===== src/tape_cmd_pkg.sv =====
// constants for the tape command decoder
package tape_cmd_pkg;
  // command word bit positions (bit 0 is the msb of the bus word)
  localparam int unsigned POS_THRESH = 2;
  localparam int unsigned POS_EDIT = 6;
  localparam int unsigned POS_DENS = 7;
  localparam int unsigned POS_PACK = 8;
  localparam int unsigned POS_EVEN = 9;
  localparam int unsigned POS_FUNC = 10;
  localparam int unsigned POS_UNIT = 13;
  localparam logic [15:0] CMD_RESET = 16'h0000;
  localparam logic [15:0] WC_RESET = 16'h0000;
  // control function codes
  localparam logic [1:0] CF_NONE = 2'h0;
  localparam logic [1:0] CF_START = 2'h1;
  localparam logic [1:0] CF_CLEAR = 2'h2;
  localparam logic [1:0] CF_PULSE = 2'h3;
  // function codes
  localparam logic [2:0] FN_READ = 3'h0;
  localparam logic [2:0] FN_REWIND = 3'h1;
  localparam logic [2:0] FN_NOP = 3'h2;
  localparam logic [2:0] FN_SPFWD = 3'h3;
  localparam logic [2:0] FN_SPREV = 3'h4;
  localparam logic [2:0] FN_WRITE = 3'h5;
  localparam logic [2:0] FN_WEOF = 3'h6;
  localparam logic [2:0] FN_ERASE = 3'h7;
  // erase run length in ns and in clock cycles
  localparam int unsigned ERASE_NS = 1000;
  localparam int unsigned CLK_NS = 4;
  localparam logic [15:0] ERASE_CYC = 16'(ERASE_NS / CLK_NS);
  typedef enum logic [2:0] {
    ST_IDLE, ST_READ, ST_SPACE, ST_WRITE, ST_WEOF, ST_ERASE
  } op_state_t;
endpackage : tape_cmd_pkg


===== src/tape_command_decoder.sv =====
// command word decoder and operation sequencer for a tape controller
//
// Function
// - command bit 2 lowers the selected drive's read threshold
// - bit 6: next space reverse uses edit timing, next write overwrites
// - bit 7 drives the density select line
// - bit 8 selects 4-6-6 packing, else two six-bit chars per word (only drives pack_466; read always packs two 8-bit chars per word)
// - bit 9 selects even lateral parity, else odd
// - bits 10-12 decode to one of eight functions
// - start clears done, sets busy except on rewind and no-op; completion sets done and interrupts unless masked
// - rewind only pulses the drive, controller never goes busy
// - read stores words until end of record or word count overflow
// - odd length record right-justifies last byte, sets odd flag
// - data late on read keeps transferring until record end
// - a file mark read stores its one character and flags eof
// - space forward skips records, stops at file mark or eot record
// - zero spacing count means maximum count
// - space reverse at load point sets illegal, done and interrupt only
// - space reverse stops on file mark or load point
// - write requests a word at once, stops requesting on overflow or data late, ends on wr_done once no request is pending
// - write, file mark or erase on locked drive is rejected
// - erase runs the drive a short while then completes
// - bits 13-15 form the drive number, bit 13 most significant
// - start clears data late, parity, eof, bad tape and odd length, not illegal
// - clear also resets illegal and returns selection to unit zero
// - control field: none, start, clear (done and busy), pulse ignored
// - command while busy or drive not ready is rejected
`timescale 1ns/1ns
module tape_command_decoder (
  input wire logic clk,
  input wire logic rst,
  // command word output transfer strobe with its control function
  input wire logic command_word_output_transfer,
  input wire logic [15:0] bus_data,
  input wire logic [1:0] ctl_func,
  input wire logic ctl_strobe,
  input wire logic [15:0] word_count,
  input wire logic int_mask,
  // drive status (pins from the selected drive)
  input wire logic drv_ready,
  input wire logic drv_online,
  input wire logic drv_load_point,
  input wire logic drv_write_lock,
  input wire logic drv_eot,
  // formatter events, same clock
  input wire logic rd_char_valid,
  input wire logic [7:0] rd_char,
  input wire logic rd_end_record,
  input wire logic rd_file_mark,
  input wire logic rd_parity_err,
  input wire logic rd_bad_tape,
  input wire logic buf_data_late,
  input wire logic wr_word_ack,
  input wire logic wr_done,
  // outputs
  output logic [2:0] drive_number_field,
  output logic read_threshold_low,
  output logic edit_timing,
  output logic overwrite,
  output logic density_select,
  output logic pack_466,
  output logic even_parity,
  output logic rewind_pulse,
  output logic motion_fwd,
  output logic motion_rev,
  output logic write_enable,
  output logic write_file_mark,
  output logic erase_run,
  output logic chan_req,
  output logic chan_wr,
  output logic [15:0] chan_data,
  output logic busy,
  output logic done,
  output logic irq,
  output logic illegal,
  output logic err_data_late,
  output logic err_parity,
  output logic eof,
  output logic bad_tape,
  output logic odd_len,
  output logic error
);

  typedef struct packed {
    logic [15:0] cmd;
    logic [15:0] wc;
    logic edit_arm;
    tape_cmd_pkg::op_state_t st;
    logic half;
    logic [7:0] hi;
    logic rewind;
    logic req;
    logic wr;
    logic [15:0] data;
    logic busy;
    logic done;
    logic irq;
    logic ill;
    logic late;
    logic par;
    logic eof;
    logic bad;
    logic odd;
    logic ovw;
    logic edt;
    logic [15:0] cnt;
  } state_t;

  state_t s_q;
  state_t s_d;
  logic [15:0] drv_sync1_q;
  logic [4:0] sy1_q;
  logic [4:0] sy2_q;
  logic [4:0] sy3_q;
  logic [4:0] dst_q;

  // bit n of the bus word is bit 15-n of the vector
  function automatic logic cbit(input logic [15:0] w, input int unsigned p);
    cbit = w[15 - p];
  endfunction : cbit

  function automatic logic [2:0] cfield(input logic [15:0] w,
                                        input int unsigned p);
    cfield = {w[15 - p], w[14 - p], w[13 - p]};
  endfunction : cfield

  ////////////////////////////////////////////////////////////////////
  // drive pins pass three flops; a change counts once stages 2 and 3 agree
  always_ff @(posedge clk) begin
    sy1_q <= {drv_ready, drv_online, drv_load_point, drv_write_lock,
              drv_eot};
    sy2_q <= sy1_q;
    sy3_q <= sy2_q;
    if (rst) begin
      dst_q <= 5'h00;
    end else begin
      for (int i = 0; i < 5; i++) begin
        if (sy2_q[i] == sy3_q[i]) begin
          dst_q[i] <= sy3_q[i];
        end
      end
    end
  end

  logic s_rdy;
  logic s_onl;
  logic s_lpt;
  logic s_wlk;
  logic s_eot;
  assign {s_rdy, s_onl, s_lpt, s_wlk, s_eot} = dst_q;

  ////////////////////////////////////////////////////////////////////
  logic start;
  logic clr;
  logic [2:0] fn;
  logic fin;
  logic [15:0] wc_next;
  always_comb begin
    s_d = s_q;
    s_d.rewind = 1'b0;
    s_d.wr = 1'b0;
    s_d.irq = 1'b0;
    fin = 1'b0;
    start = 1'b0;
    clr = 1'b0;
    wc_next = s_q.wc + 16'h0001;
    if (command_word_output_transfer) begin
      s_d.cmd = bus_data;
      // edit bit arms the next reverse and write, same-cycle start too
      if (cbit(bus_data, tape_cmd_pkg::POS_EDIT)) begin
        s_d.edit_arm = 1'b1;
      end
    end
    if (ctl_strobe) begin
      start = (ctl_func == tape_cmd_pkg::CF_START);
      clr = (ctl_func == tape_cmd_pkg::CF_CLEAR);
    end
    fn = cfield(s_d.cmd, tape_cmd_pkg::POS_FUNC);
    // start clears these flags, illegal untouched cleared
    // ahead of the event logic so a flag raised in the same cycle wins
    if (start) begin
      s_d.late = 1'b0;
      s_d.par = 1'b0;
      s_d.eof = 1'b0;
      s_d.bad = 1'b0;
      s_d.odd = 1'b0;
    end
    case (s_q.st)
      tape_cmd_pkg::ST_READ: begin
        // data late is recorded but the transfer continues
        if (buf_data_late) begin
          s_d.late = 1'b1;
        end
        if (rd_parity_err) begin
          s_d.par = 1'b1;
        end
        if (rd_bad_tape) begin
          s_d.bad = 1'b1;
        end
        // pack bytes into words until overflow
        if (rd_char_valid) begin
          if (s_q.half) begin
            s_d.data = {s_q.hi, rd_char};
            s_d.wr = 1'b1;
            s_d.half = 1'b0;
            s_d.wc = wc_next;
            if (wc_next == 16'h0000) begin
              fin = 1'b1;
            end
          end else begin
            s_d.hi = rd_char;
            s_d.half = 1'b1;
          end
        end
        if (rd_end_record && !fin) begin
          if (s_d.half) begin
            s_d.data = {8'h00, s_d.hi};
            s_d.wr = 1'b1;
            s_d.odd = 1'b1;
            s_d.wc = wc_next;
          end
          // file mark character is stored, eof flagged
          if (rd_file_mark) begin
            s_d.eof = 1'b1;
          end
          fin = 1'b1;
        end
      end
      tape_cmd_pkg::ST_SPACE: begin
        if (rd_bad_tape) begin
          s_d.bad = 1'b1;
        end
        if (rd_end_record) begin
          s_d.wc = wc_next;
          // stop on file mark, eot or load point
          if (rd_file_mark) begin
            s_d.eof = 1'b1;
          end
          // zero count runs the full wrap before stopping
          if (rd_file_mark || wc_next == 16'h0000
              || (s_q.cmd[15 - tape_cmd_pkg::POS_FUNC - 2] && s_eot)) begin
            fin = 1'b1;
          end
        end
        if (motion_rev && s_lpt) begin
          fin = 1'b1;
        end
      end
      tape_cmd_pkg::ST_WRITE: begin
        // one word request outstanding at a time
        if (wr_word_ack) begin
          s_d.wc = wc_next;
          s_d.req = (wc_next != 16'h0000);
        end
        if (buf_data_late) begin
          s_d.late = 1'b1;
          s_d.req = 1'b0;
        end
        if (wr_done && !s_q.req) begin
          fin = 1'b1;
        end
      end
      tape_cmd_pkg::ST_WEOF: begin
        if (wr_done) begin
          s_d.eof = 1'b1;
          fin = 1'b1;
        end
      end
      tape_cmd_pkg::ST_ERASE: begin
        s_d.cnt = s_q.cnt - 16'h0001;
        if (s_q.cnt == 16'h0001) begin
          fin = 1'b1;
        end
      end
      default: begin
      end
    endcase
    // completion clears busy, sets done, interrupt unless masked
    if (fin) begin
      s_d.st = tape_cmd_pkg::ST_IDLE;
      s_d.busy = 1'b0;
      s_d.done = 1'b1;
      s_d.irq = !int_mask;
      s_d.req = 1'b0;
      s_d.ovw = 1'b0;
      s_d.edt = 1'b0;
    end
    if (start) begin
      s_d.done = 1'b0;
      if (s_q.busy || !s_rdy || !s_onl) begin
        s_d.ill = 1'b1;
        s_d.done = 1'b1;
        s_d.irq = !int_mask;
      end else if (s_wlk && (fn == tape_cmd_pkg::FN_WRITE
                   || fn == tape_cmd_pkg::FN_WEOF
                   || fn == tape_cmd_pkg::FN_ERASE)) begin
        s_d.ill = 1'b1;
        s_d.done = 1'b1;
        s_d.irq = !int_mask;
      end else if (s_lpt && fn == tape_cmd_pkg::FN_SPREV) begin
        s_d.ill = 1'b1;
        s_d.done = 1'b1;
        s_d.irq = !int_mask;
      end else begin
        // a refused start must not disturb the count of a running transfer
        s_d.wc = word_count;
        s_d.half = 1'b0;
        case (fn)
          tape_cmd_pkg::FN_REWIND: s_d.rewind = 1'b1;
          tape_cmd_pkg::FN_NOP: begin
            s_d.done = 1'b1;
            s_d.irq = !int_mask;
          end
          tape_cmd_pkg::FN_READ: s_d.st = tape_cmd_pkg::ST_READ;
          tape_cmd_pkg::FN_SPFWD,
          tape_cmd_pkg::FN_SPREV: s_d.st = tape_cmd_pkg::ST_SPACE;
          tape_cmd_pkg::FN_WRITE: s_d.st = tape_cmd_pkg::ST_WRITE;
          tape_cmd_pkg::FN_WEOF: s_d.st = tape_cmd_pkg::ST_WEOF;
          default: begin
            s_d.st = tape_cmd_pkg::ST_ERASE;
            s_d.cnt = tape_cmd_pkg::ERASE_CYC;
          end
        endcase
        if (fn != tape_cmd_pkg::FN_REWIND && fn != tape_cmd_pkg::FN_NOP) begin
          s_d.busy = 1'b1;
        end
        s_d.req = (fn == tape_cmd_pkg::FN_WRITE);
        // edit arm used by reverse, cleared only by write
        s_d.edt = s_d.edit_arm && fn == tape_cmd_pkg::FN_SPREV;
        s_d.ovw = s_d.edit_arm && fn == tape_cmd_pkg::FN_WRITE;
        if (fn == tape_cmd_pkg::FN_WRITE) begin
          s_d.edit_arm = 1'b0;
        end
      end
    end
    // clear: flags, illegal, busy, done, unit zero
    if (clr) begin
      s_d.late = 1'b0;
      s_d.par = 1'b0;
      s_d.eof = 1'b0;
      s_d.bad = 1'b0;
      s_d.odd = 1'b0;
      s_d.ill = 1'b0;
      s_d.busy = 1'b0;
      s_d.done = 1'b0;
      s_d.req = 1'b0;
      s_d.st = tape_cmd_pkg::ST_IDLE;
      s_d.cmd[2:0] = 3'h0;
    end
  end

  always_ff @(posedge clk) begin
    if (rst) begin
      s_q <= '0;
    end else begin
      s_q <= s_d;
    end
  end

  ////////////////////////////////////////////////////////////////////
  // outputs are flops, fixed slices of flops or decodes of the state and command flops
  always_comb begin
    drive_number_field = cfield(s_q.cmd, tape_cmd_pkg::POS_UNIT);
    read_threshold_low = cbit(s_q.cmd, tape_cmd_pkg::POS_THRESH);
    density_select = cbit(s_q.cmd, tape_cmd_pkg::POS_DENS);
    pack_466 = cbit(s_q.cmd, tape_cmd_pkg::POS_PACK);
    even_parity = cbit(s_q.cmd, tape_cmd_pkg::POS_EVEN);
    edit_timing = s_q.edt;
    overwrite = s_q.ovw;
    rewind_pulse = s_q.rewind;
    motion_fwd = s_q.st == tape_cmd_pkg::ST_READ
                 || (s_q.st == tape_cmd_pkg::ST_SPACE
                     && !s_q.cmd[15 - tape_cmd_pkg::POS_FUNC]);
    motion_rev = s_q.st == tape_cmd_pkg::ST_SPACE
                 && s_q.cmd[15 - tape_cmd_pkg::POS_FUNC];
    write_enable = s_q.st == tape_cmd_pkg::ST_WRITE;
    write_file_mark = s_q.st == tape_cmd_pkg::ST_WEOF;
    erase_run = s_q.st == tape_cmd_pkg::ST_ERASE;
    chan_req = s_q.req;
    chan_wr = s_q.wr;
    chan_data = s_q.data;
    busy = s_q.busy;
    done = s_q.done;
    irq = s_q.irq;
    illegal = s_q.ill;
    err_data_late = s_q.late;
    err_parity = s_q.par;
    eof = s_q.eof;
    bad_tape = s_q.bad;
    odd_len = s_q.odd;
    error = s_q.late | s_q.par | s_q.eof | s_q.bad | s_q.odd | s_q.ill;
  end

  ////////////////////////////////////////////////////////////////////
  // read start on idle ready drive goes busy with done low
  AST_START_BUSY: assert property (@(posedge clk) disable iff (rst)
    start && !s_q.busy && s_rdy && s_onl && !s_wlk && !s_lpt
    && !clr && fn == tape_cmd_pkg::FN_READ |=> busy && !done)
    else $error("start did not go busy");

  AST_REWIND: assert property (@(posedge clk) disable iff (rst)
    start && !s_q.busy && s_rdy && s_onl && !clr
    && fn == tape_cmd_pkg::FN_REWIND |=> rewind_pulse && !busy)
    else $error("rewind went busy");

  AST_BUSY_REJ: assert property (@(posedge clk) disable iff (rst)
    start && s_q.busy && !clr |=> illegal && done)
    else $error("busy start not rejected");

  AST_ILL_HOLD: assert property (@(posedge clk) disable iff (rst)
    illegal && !clr |=> illegal)
    else $error("illegal dropped without clear");

  AST_CLEAR: assert property (@(posedge clk) disable iff (rst)
    clr |=> !illegal && !busy && drive_number_field == 3'h0)
    else $error("clear incomplete");

  AST_START_CLR: assert property (@(posedge clk) disable iff (rst)
    start && !clr && s_q.st == tape_cmd_pkg::ST_IDLE
    |=> !err_data_late && !eof)
    else $error("start left flags set");

  AST_LPT: assert property (@(posedge clk) disable iff (rst)
    start && !clr && !s_q.busy && s_rdy && s_onl && s_lpt
    && fn == tape_cmd_pkg::FN_SPREV |=> illegal && !busy)
    else $error("reverse at load point started");

  AST_WLOCK: assert property (@(posedge clk) disable iff (rst)
    start && !clr && !s_q.busy && s_rdy && s_onl && s_wlk
    && fn == tape_cmd_pkg::FN_WRITE |=> illegal && !write_enable)
    else $error("locked write started");

  // erase ends within 260 cycles, ten past its run length
  AST_ERASE: assert property (@(posedge clk) disable iff (rst)
    $rose(erase_run) |-> ##[1:260] done)
    else $error("erase did not complete");

endmodule : tape_command_decoder


===== config.mk =====
export PLATFORM = sky130hd
export DESIGN_NAME = tape_command_decoder
export DESIGN_NICKNAME = d
export VERILOG_FILES = /design/src/tape_cmd_pkg.sv /design/src/tape_command_decoder.sv
export SDC_FILE = /design/constraint.sdc
export NUM_CORES = 1
export LEC_CHECK = 0
export ABC_AREA = 1
export BUFFER_PORTS_ARGS = -buffer_cell sky130_fd_sc_hd__buf_4
export CORE_MARGIN = 1.5
export CORE_UTILIZATION = 35
export DETAILED_ROUTE_END_ITERATION = 16
export PLACE_DENSITY = 0.65
export SYNTH_ARGS = -nofsm -noshare
export SYNTH_HDL_FRONTEND = slang
export SYNTH_SLANG_ARGS = --single-unit

===== constraint.sdc =====
create_clock -name clk -period 5 [get_ports clk]
set_clock_uncertainty 0.05 [all_clocks]
set_input_delay 0.25 -clock clk [delete_from_list [all_inputs] [get_ports clk]]
set_output_delay 0.25 -clock clk [all_outputs]
set_load 0.005 [all_outputs]

# Word level (Yosys, flattened, before mapping)
# Index checks and enable logic that the tools add are counted.
# word_totals
reg_bits	109
in_bits	60
out_inout_bits	43
# classes
n_addsub	2
eq_ne	22
mux	82
n_bitwise	7
reduce_logical	38
# op_table
cell	n
16-bit 2-to-1 mux	8
21-bit 2-to-1 mux	4
18-bit 2-to-1 mux	4
17-bit 2-to-1 mux	4
16-bit one-hot mux with 3 select lines	1
1-bit 2-to-1 mux	44
9-bit 2-to-1 mux	3
3-bit equality test, second input constant	6
16-bit by 1-bit adder with 16-bit output, second input constant	1
16-bit by 1-bit equality test with 1-bit output, second input constant	1
16-bit zero test	1
16-bit nonzero test	1
16-bit by 1-bit subtractor with 16-bit output, second input constant	1
3-bit one-hot mux with 5 select lines	1
3-bit by 2-bit equality test with 1-bit output, second input constant	4
3-bit 2-to-1 mux	4
2-bit OR reduction	6
1-bit logical AND	11
8-bit 2-to-1 mux	1
1-bit logical OR	7
7-bit OR reduction	1
3-bit by 1-bit equality test with 1-bit output, second input constant	2
1-bit zero test	6
2-bit 2-to-1 mux	3
17 further kinds	26

# Logic depth before layout (Yosys ltp)
# Gate-level depths: netlist of the first run.
# logic_depth
word_depth	16
ltp_mapped	18
depth_no_buf	18

# Worst setup path after synthesis of the first run
# OpenSTA, ideal clock, no wires.
# synth_timing
kind	register -> register
from	register s_q[60] (netlist name)
to	register s_q, in the netlist chan_data[0]
setup_time_ns	0.116
t_arrival_ns	1.843
slack_ns	2.990
path_stages_with_launch	18
path_buffers	1
period_less_slack_ns	2.010
path_cell_list	dfxtp_1 ha_1 nand3_2 nor2_2 buf_6 nand2_1 nand2_1 nand2_2 inv_2 nand4_1 nor2_2 nand3_2 nand2_4 inv_2 nand2_1 nand3_1 o211ai_1 inv_1
# synth_via
elab_chain_len	9
# synth_rtl
item	line	rtl
from (decl)	tape_command_decoder.sv:109	state_t s_q;
from (signal assigned)	tape_command_decoder.sv:354	s_q <= '0;
from (signal assigned)	tape_command_decoder.sv:356	s_q <= s_d;
16-bit by 1-bit adder with 16-bit output	tape_command_decoder.sv:166	wc_next = s_q.wc + 16'h0001;
16-bit zero test	tape_command_decoder.sv:207	if (wc_next == 16'h0000) begin
1-bit 2-to-1 mux	tape_command_decoder.sv:207	
1-bit 2-to-1 mux	tape_command_decoder.sv:202	if (s_q.half) begin
1-bit 2-to-1 mux	tape_command_decoder.sv:201	if (rd_char_valid) begin
1-bit 2-to-1 mux	tape_command_decoder.sv:188	case (s_q.st)
1-bit zero test	tape_command_decoder.sv:215	if (rd_end_record && !fin) begin
1-bit logical AND	tape_command_decoder.sv:215	
17-bit 2-to-1 mux	tape_command_decoder.sv:215	
# No other way between the ends. The select of a mux whose other input is x is not followed.
# A chain may end at the register's enable or synchronous reset.

# Final worst setup path of the first run
# layout_timing
from	register s_q[54] (netlist name)
to	register s_q[68] (netlist name)
# layout_via
elab_chain_len	11
word_cells_on_any_way	17
# layout_rtl
item	line	rtl
1-bit 2-to-1 mux	tape_command_decoder.sv:202	
1-bit 2-to-1 mux	tape_command_decoder.sv:201	
1-bit 2-to-1 mux	tape_command_decoder.sv:188	
1-bit zero test	tape_command_decoder.sv:215	
1-bit logical AND	tape_command_decoder.sv:215	
16-bit 2-to-1 mux *	tape_command_decoder.sv:215	
16-bit one-hot mux with 3 select lines *	tape_command_decoder.sv:188	
21-bit 2-to-1 mux	tape_command_decoder.sv:300	end else if (s_lpt && fn == tape_cmd_pkg::FN_SPREV) begin
21-bit 2-to-1 mux	tape_command_decoder.sv:294	end else if (s_wlk && (fn == tape_cmd_pkg::FN_WRITE
21-bit 2-to-1 mux	tape_command_decoder.sv:290	if (s_q.busy || !s_rdy || !s_onl) begin
21-bit 2-to-1 mux *	tape_command_decoder.sv:288	if (start) begin
# Mark *: on every way between the ends. The rest lies on a longest branch, timed or not. The select of a mux whose other input is x is not followed.

==> qor.txt, run 1 <==
Worst-path fanout max -> 26
CTS tree -> done
Tightest Hold Check Type -> input port to flip-flop
Crit path max-delay cell type -> nand2_1
Antenna diodes -> 0
Worst path bufs/invs -> 2
Final ANT Viol Nets -> 0
Core Util, Final -> 42.5%
DR iter-0 viols -> 485
Post-CTS Setup Inserts -> 0
CTS H-Tree Depth -> 3
Area Growth Syn to Fin -> 18.8%
Num CTS Buffers -> 9
Worst IR drop on VDD -> 0.260 mV
CP endpoint kind -> flip-flop
Count of buffers from port buffering -> 97
Top Metal Used -> met4
Routed vias -> 5882
Floorplan Core Area -> 16600 um^2
First-pass GRT wire length -> 26600 um
Vias in the first global route -> 5288
Post-Syn Nets -> 927
Status -> finished, final reports clean
Slew Viols, Final -> 0
Final Hold Fails -> 0
Io pins -> 103
Distinct cells, synth -> 52
Crit-path leading delay family -> compound AO/OA/AOI/OAI gates
Min Tclk post-route -> 2850 ps
Worst slew pin tran -> 918 ps
Worst Path Arrival -> 3020 ps
Fillers -> 1733
Routability cong. -> 0.876
Top FF cell, synth -> dfxtp_1
Total die area -> 17700 um^2
Synth Warn # -> 0
Worst-path cell chain -> nand2_1 -> inv_1 -> a21oi_2 -> buf_4 -> a21oi_1 -> a2111oi_0 -> a31oi_1
Leak Pwr -> 3.01 nW
# nets final -> 997
Syn Inst Count -> 862
Layout cells sized above 1 -> 18.2%
EDFF count, synth -> 0
Pwr/cell area -> 246 nW/um^2
Crit path required time -> 5160 ps
Drt wl/cell -> 13.9 um
Register area share after synthesis -> 35.5%
Rel. slew slack -> 38.6%
Setup Total Neg Slack -> 0 ps
Flops & latches, synth -> 105
Initial antenna violation count -> 0
Clk_lat worst skew -> 360 ps
Met3 WL -> 964 um
CP Class -> flip-flop to flip-flop
Delay of the slowest critical-path stage -> 670 ps
Vias per cell -> 5.08
GRT overflow -> 0
Clk buf depth -> 2
Max cap viols -> 0
Met2 Wirelength -> 7070 um
CTS Sinks -> 105
Dpl hpwl -> 11500 um
Pin count of the biggest net entering global routing -> 41
Die Y -> 133 um
GRT Overall Usage -> 18.5%
RSZ-0062 raised after global routing -> false
Setup violators final -> 0
Final wirelength -> 16100 um
Final worst-path cycle share -> 57.1%
Met1 wire length -> 7820 um
Chip width -> 133 um
Fraction of registers with async set or reset after synthesis -> 0%
Mapped Area -> 5930 um^2
Clock Pin Slew Worst Setup and Hold Paths -> 80 ps
Initial Util -> 35.7%
Syn Area/Cell -> 6.88 um^2
Setup crit start kind -> flip-flop
Row cnt -> 47
Clock Root Buffer -> clkbuf_16
DRC Markers -> 0
Drt pass-1 iters -> 5
Max Fclk -> 350 MHz
[per-stage QoR]
stage	worst slack, ps	hold slack (ps)	cell area (um^2)	power (mW)	std cells
after floorplan	2990	228	5930	0.947	862
after global placement	2140	260	6690	1.01	1136
after detailed placement	2020	265	6690	1.01	1136
after CTS	2080	64.7	7040	1.75	1157
after global routing	1930	80.9	7040	1.81	1157
final	2150	72.6	7040	1.73	1157
[worst min-delay path: stages]
cell    delay (ps)
buf_4           70
nor2_1          30
nor2_1          80
[worst paths after layout]
| path | start | to | slack [ps] | cells after the start |
|---|---|---|---|---|
| worst max-delay path | s_q[54]$_SDFF_PP0_ | s_q[68]$_SDFF_PP0_ | 2150 | 7 |
| worst min-delay path | bus_data[8] | density_select$_SDFFE_PP0P_ | 70 | 3 |
| worst max register to register | s_q[54]$_SDFF_PP0_ | s_q[68]$_SDFF_PP0_ | 2150 | 7 |
| worst min register to register | sy1_q[3]$_DFF_P_ | sy2_q[3]$_DFF_P_ | 280 | 0 |
[final cells by class]
| class | count | area, um^2 | area share (%) |
|---|---|---|---|
| Timing Repair Buffer | 108 | 823 | 11.7 |
| Clock buffer | 10 | 229 | 3.25 |
| Tap cell | 220 | 275 | 3.91 |
| Clock inverter | 6 | 73.8 | 1.05 |
| Multi-Input combinational cell | 598 | 3120 | 44.3 |
| Sequential cell | 105 | 2100 | 29.8 |
| Inverter | 110 | 418 | 5.93 |
[sequential cells by signal, summed over array words and instances (netlist names), 3 cells and up]
signal	flops
s_q	48
chan_data	16
dst_q	5
sy1_q	5
sy2_q	5
sy3_q	5
drive_number_field	3
[layout by cell type, fill, tap and decap left out, types with 3 or more instances in the layout]
| master | n |
|---|---|
| o21ai_0 | 68 |
| dfxtp_1 | 105 |
| ha_1 | 5 |
| o21ai_2 | 12 |
| o211ai_1 | 12 |
| o2111ai_1 | 7 |
| a21oi_1 | 78 |
| nor2_2 | 7 |
| clkbuf_16 | 9 |
| nand2_1 | 151 |
| nand4_1 | 15 |
| clkinv_1 | 3 |
| dlygate4sd3_1 | 5 |
| nor3_1 | 7 |
| inv_1 | 97 |
| nand2_2 | 7 |
| a211oi_1 | 12 |
| inv_2 | 8 |
| xor2_1 | 6 |
| nand3_1 | 53 |
| xnor2_1 | 5 |
| a31oi_1 | 5 |
| mux2i_1 | 7 |
| nor2_4 | 3 |
| o21ai_1 | 13 |
| buf_4 | 103 |
| nor2_1 | 96 |
| or2_1 | 3 |
[per-layer routing]
| metal | GRT usage, % | vias to the layer above |
|---|---|---|
| met3 | 3.84 | 19 |
| met4 | 5.37 | 0 |
| li1 | - | 2996 |
| met5 | 0 | - |
| met2 | 28.7 | 181 |
| met1 | 25.9 | 2686 |
[cell usage after synthesis (2+ instances only)]
master	number	share of area [%]
nor2_2	6	0.63
mux2i_1	7	1.2
buf_6	4	0.76
nor2_1	97	6.1
buf_4	19	2.4
o21ai_0	68	5.7
o21ai_2	12	1.8
nand3_1	53	4.5
a21oi_1	78	6.6
o211ai_1	12	1.5
clkinv_1	3	0.19
a211oi_1	12	1.5
nand3_2	2	0.34
clkbuf_1	17	1.1
inv_1	97	6.1
nand2_4	2	0.38
nand2_1	151	9.6
buf_1	3	0.19
or2_2	2	0.21
buf_2	5	0.42
o31ai_1	3	0.38
a31oi_1	5	0.53
inv_4	2	0.21
xnor2_1	5	0.74
dfxtp_1	105	35
nand4_1	15	1.6
nor3_1	7	0.59
inv_2	8	0.51
a41oi_1	2	0.30
ha_1	5	1.1
or2_1	3	0.32
xor2_1	6	0.89
nand2_2	7	0.74
o21ai_1	13	1.1
o2111ai_1	7	1.0
nor2_4	3	0.57
[logic make-up (layout without fill, tap and decap cells)]
group	count (synthesis)	count (layout)	share of synthesized area [%]
buffers and inverters	159	234	12.0
and+or+nand+nor	355	355	26.9
adders and majority gates	5	5	1.06
AOI/OAI and AO/OA	220	220	21.8
xor gates and xnor gates	11	11	1.63
DFF	105	105	35.5
muxes	7	7	1.18
[power breakdown]
part,total [mW],leakage [nW],internal (mW),switching (mW)
registers,0.862,0.855,0.852,0.00969
clock network,0.740,0.142,0.396,0.344
logic,0.133,2.01,0.0583,0.0751
[timing repair]
action / CTS / global route
gates resized for setup: 0 / 0
hold endpoints to repair: 5 / 0
hold buffers: 5 / 0
Note: power is estimated with default switching activity, not from simulation.
==> run 2, diff against run 1 <==
Clock period 5 ns to 2.8 ns, I/O delays scaled along.
==> run 2 against run 1 <==
Against the previous run: largest cell class unchanged; count of clock-buffer cells in the layout is the same; via count shrank 0.37%; first-iteration DRC count shrank 13%; combinational power grew 95%; sequential power grew 79%; core utilization grew 1.5 points; flip-flop and latch count is the same; worst setup slack lost 1800 ps; sequential share of layout area shrank 1.0 points; worst hold slack lost 58 ps; routed wire length grew 1.5%.
==> qor.txt, run 2 (synthesis results as in run 1) <==
CTS H-Tree Depth -> 3
Area after DPL -> 6750 um^2
Chip width -> 133 um
Sw Ratio -> 24.1%
Clk_lat worst skew -> 360 ps
Vias in the first global route -> 5434
Count of buffers from port buffering -> 97
Status -> finished, final reports clean
Setup crit start kind -> flip-flop
Final worst-path cycle share -> 87.7%
Worst-path fanout max -> 11
NetSw -> 0.754 mW
Rel. slew slack -> 56.5%
Final Hold Fails -> 0
DR iter-0 viols -> 420
Pwr/cell area -> 428 nW/um^2
Total die area -> 17700 um^2
Max cap viols -> 0
# nets final -> 1023
Die Y -> 133 um
Drt wl/cell -> 13.8 um
Placed cell count -> 1144
Clock Pin Slew Worst Setup and Hold Paths -> 70 ps
Clk buf depth -> 2
Final ANT Viol Nets -> 0
Most frequent cells in the layout -> 151 x nand2_1, 111 x buf_4, 104 x dfxtp_1, 97 x inv_1, 96 x nor2_1
Drt pass-1 iters -> 5
Routability cong. -> 0.914
Cell Int Power -> 2.37 mW
GRT overflow -> 0
Post-Layout Inst Area -> 7300 um^2
Setup violators final -> 0
Leak Pwr -> 3.13 nW
Layout cells sized above 1 -> 18.8%
Vias per cell -> 4.95
CP endpoint kind -> flip-flop
First-pass GRT wire length -> 27000 um
CP Class -> flip-flop to flip-flop
Clock share of power -> 42.5%
Initial Util -> 35.7%
Final wirelength -> 16400 um
CTS tree -> done
Max Fclk -> 407 MHz
Area Growth Syn to Fin -> 23.1%
Post-CTS Setup Inserts -> 0
Min Tclk post-route -> 2460 ps
RSZ-0062 raised after global routing -> false
Worst slew pin tran -> 637 ps
Num CTS Buffers -> 9
Worst Path Arrival -> 2650 ps
Logic pwr share -> 8.3%
Hold_ws -> 14.8 ps
Setup Total Neg Slack -> 0 ps
DRC Markers -> 0
Fillers -> 1716
Tightest Hold Check Type -> input port to flip-flop
Crit path required time -> 3000 ps
Worst IR drop on VDD -> 0.540 mV
Commonest non-fill, non-tap cell in the layout -> nand2_1
Row cnt -> 47
Floorplan Core Area -> 16600 um^2
Routed vias -> 5860
Sequential power share -> 49.2%
Initial antenna violation count -> 0
Register with the most flip-flops -> s_q
Slew Viols, Final -> 0
CTS Sinks -> 105
Layout Cells excl Fill -> 1183
GRT Overall Usage -> 18.9%
Io pins -> 103
Max reg flops -> 48
Dpl hpwl -> 11800 um
Clock Root Buffer -> clkbuf_16
Pin count of the biggest net entering global routing -> 52
Antenna diodes -> 0
-- run 2: worst paths after layout --
kind / startpoint / to / slack (ps) / cells past startpoint
worst min-delay path: word_count[14] / s_q[73]$_SDFF_PP0_ / 10 / 3
worst min register to register: sy1_q[3]$_DFF_P_ / sy2_q[3]$_DFF_P_ / 280 / 0
worst max register to register: s_q[59]$_SDFF_PP0_ / chan_data[6]$_SDFFE_PP0P_ / 340 / 17
worst max-delay path: s_q[59]$_SDFF_PP0_ / chan_data[6]$_SDFFE_PP0P_ / 340 / 17
-- run 2: critical path, cell delays in order (launching register included) --
cell and delay [ps]:
dfxtp_2 410, ha_1 230, nand3_2 110, nor2_2 100, buf_4 180, nand2_1 60
nand2_1 100, nand2_1 90, nor2_1 120, nand3_1 90, nor2_2 120, nand3_2 110
nand2_4 140, inv_2 110, nand2_1 80, nand3_1 70, o211ai_1 110, inv_1 50
-- run 2: final cells by class --
class	instances	area [um^2]	share of cell area [%]
clock inverter	6	73.8	1.01
clock buffer	10	239	3.28
tap	220	275	3.77
multi-input combinational	598	3120	42.8
timing repair buffer	134	1060	14.6
sequential	105	2100	28.8
inverter	110	418	5.73
-- run 2: power groups by stage --
stage,clock (mW),combinational (mW),sequential (mW)
2_1_floorplan,0,0.122,1.57
3_3_place_gp,0,0.232,1.57
3_5_place_dp,0,0.234,1.57
4_1_cts,1.37,0.261,1.54
5_1_grt,1.43,0.290,1.54
6_report,1.33,0.260,1.54
-- run 2: repair_timing --
action	in CTS	in global routing
setup endpoints to repair	0	5
endpoints found under the hold margin	23	0
gates resized for setup	0	1
hold buffers	23	0
-- run 2: routing by layer --
| layer | part of all wire [%] | global-route usage (%) |
|---|---|---|
| met3 | 5.4 | 4.49 |
| met2 | 46 | 30.7 |
| met4 | 0.72 | 3.44 |
| met1 | 48 | 25.7 |
| met5 | 0 | 0 |
-- run 2: through the flow --
step,power (mW),setup slack [ps],utilization [%]
floorplan,1.69,790,-
global placement,1.80,317,40.7
global route,3.26,70.9,44.0
detailed placement,1.81,254,40.7
finish,3.13,344,44.0
CTS,3.17,247,44.0
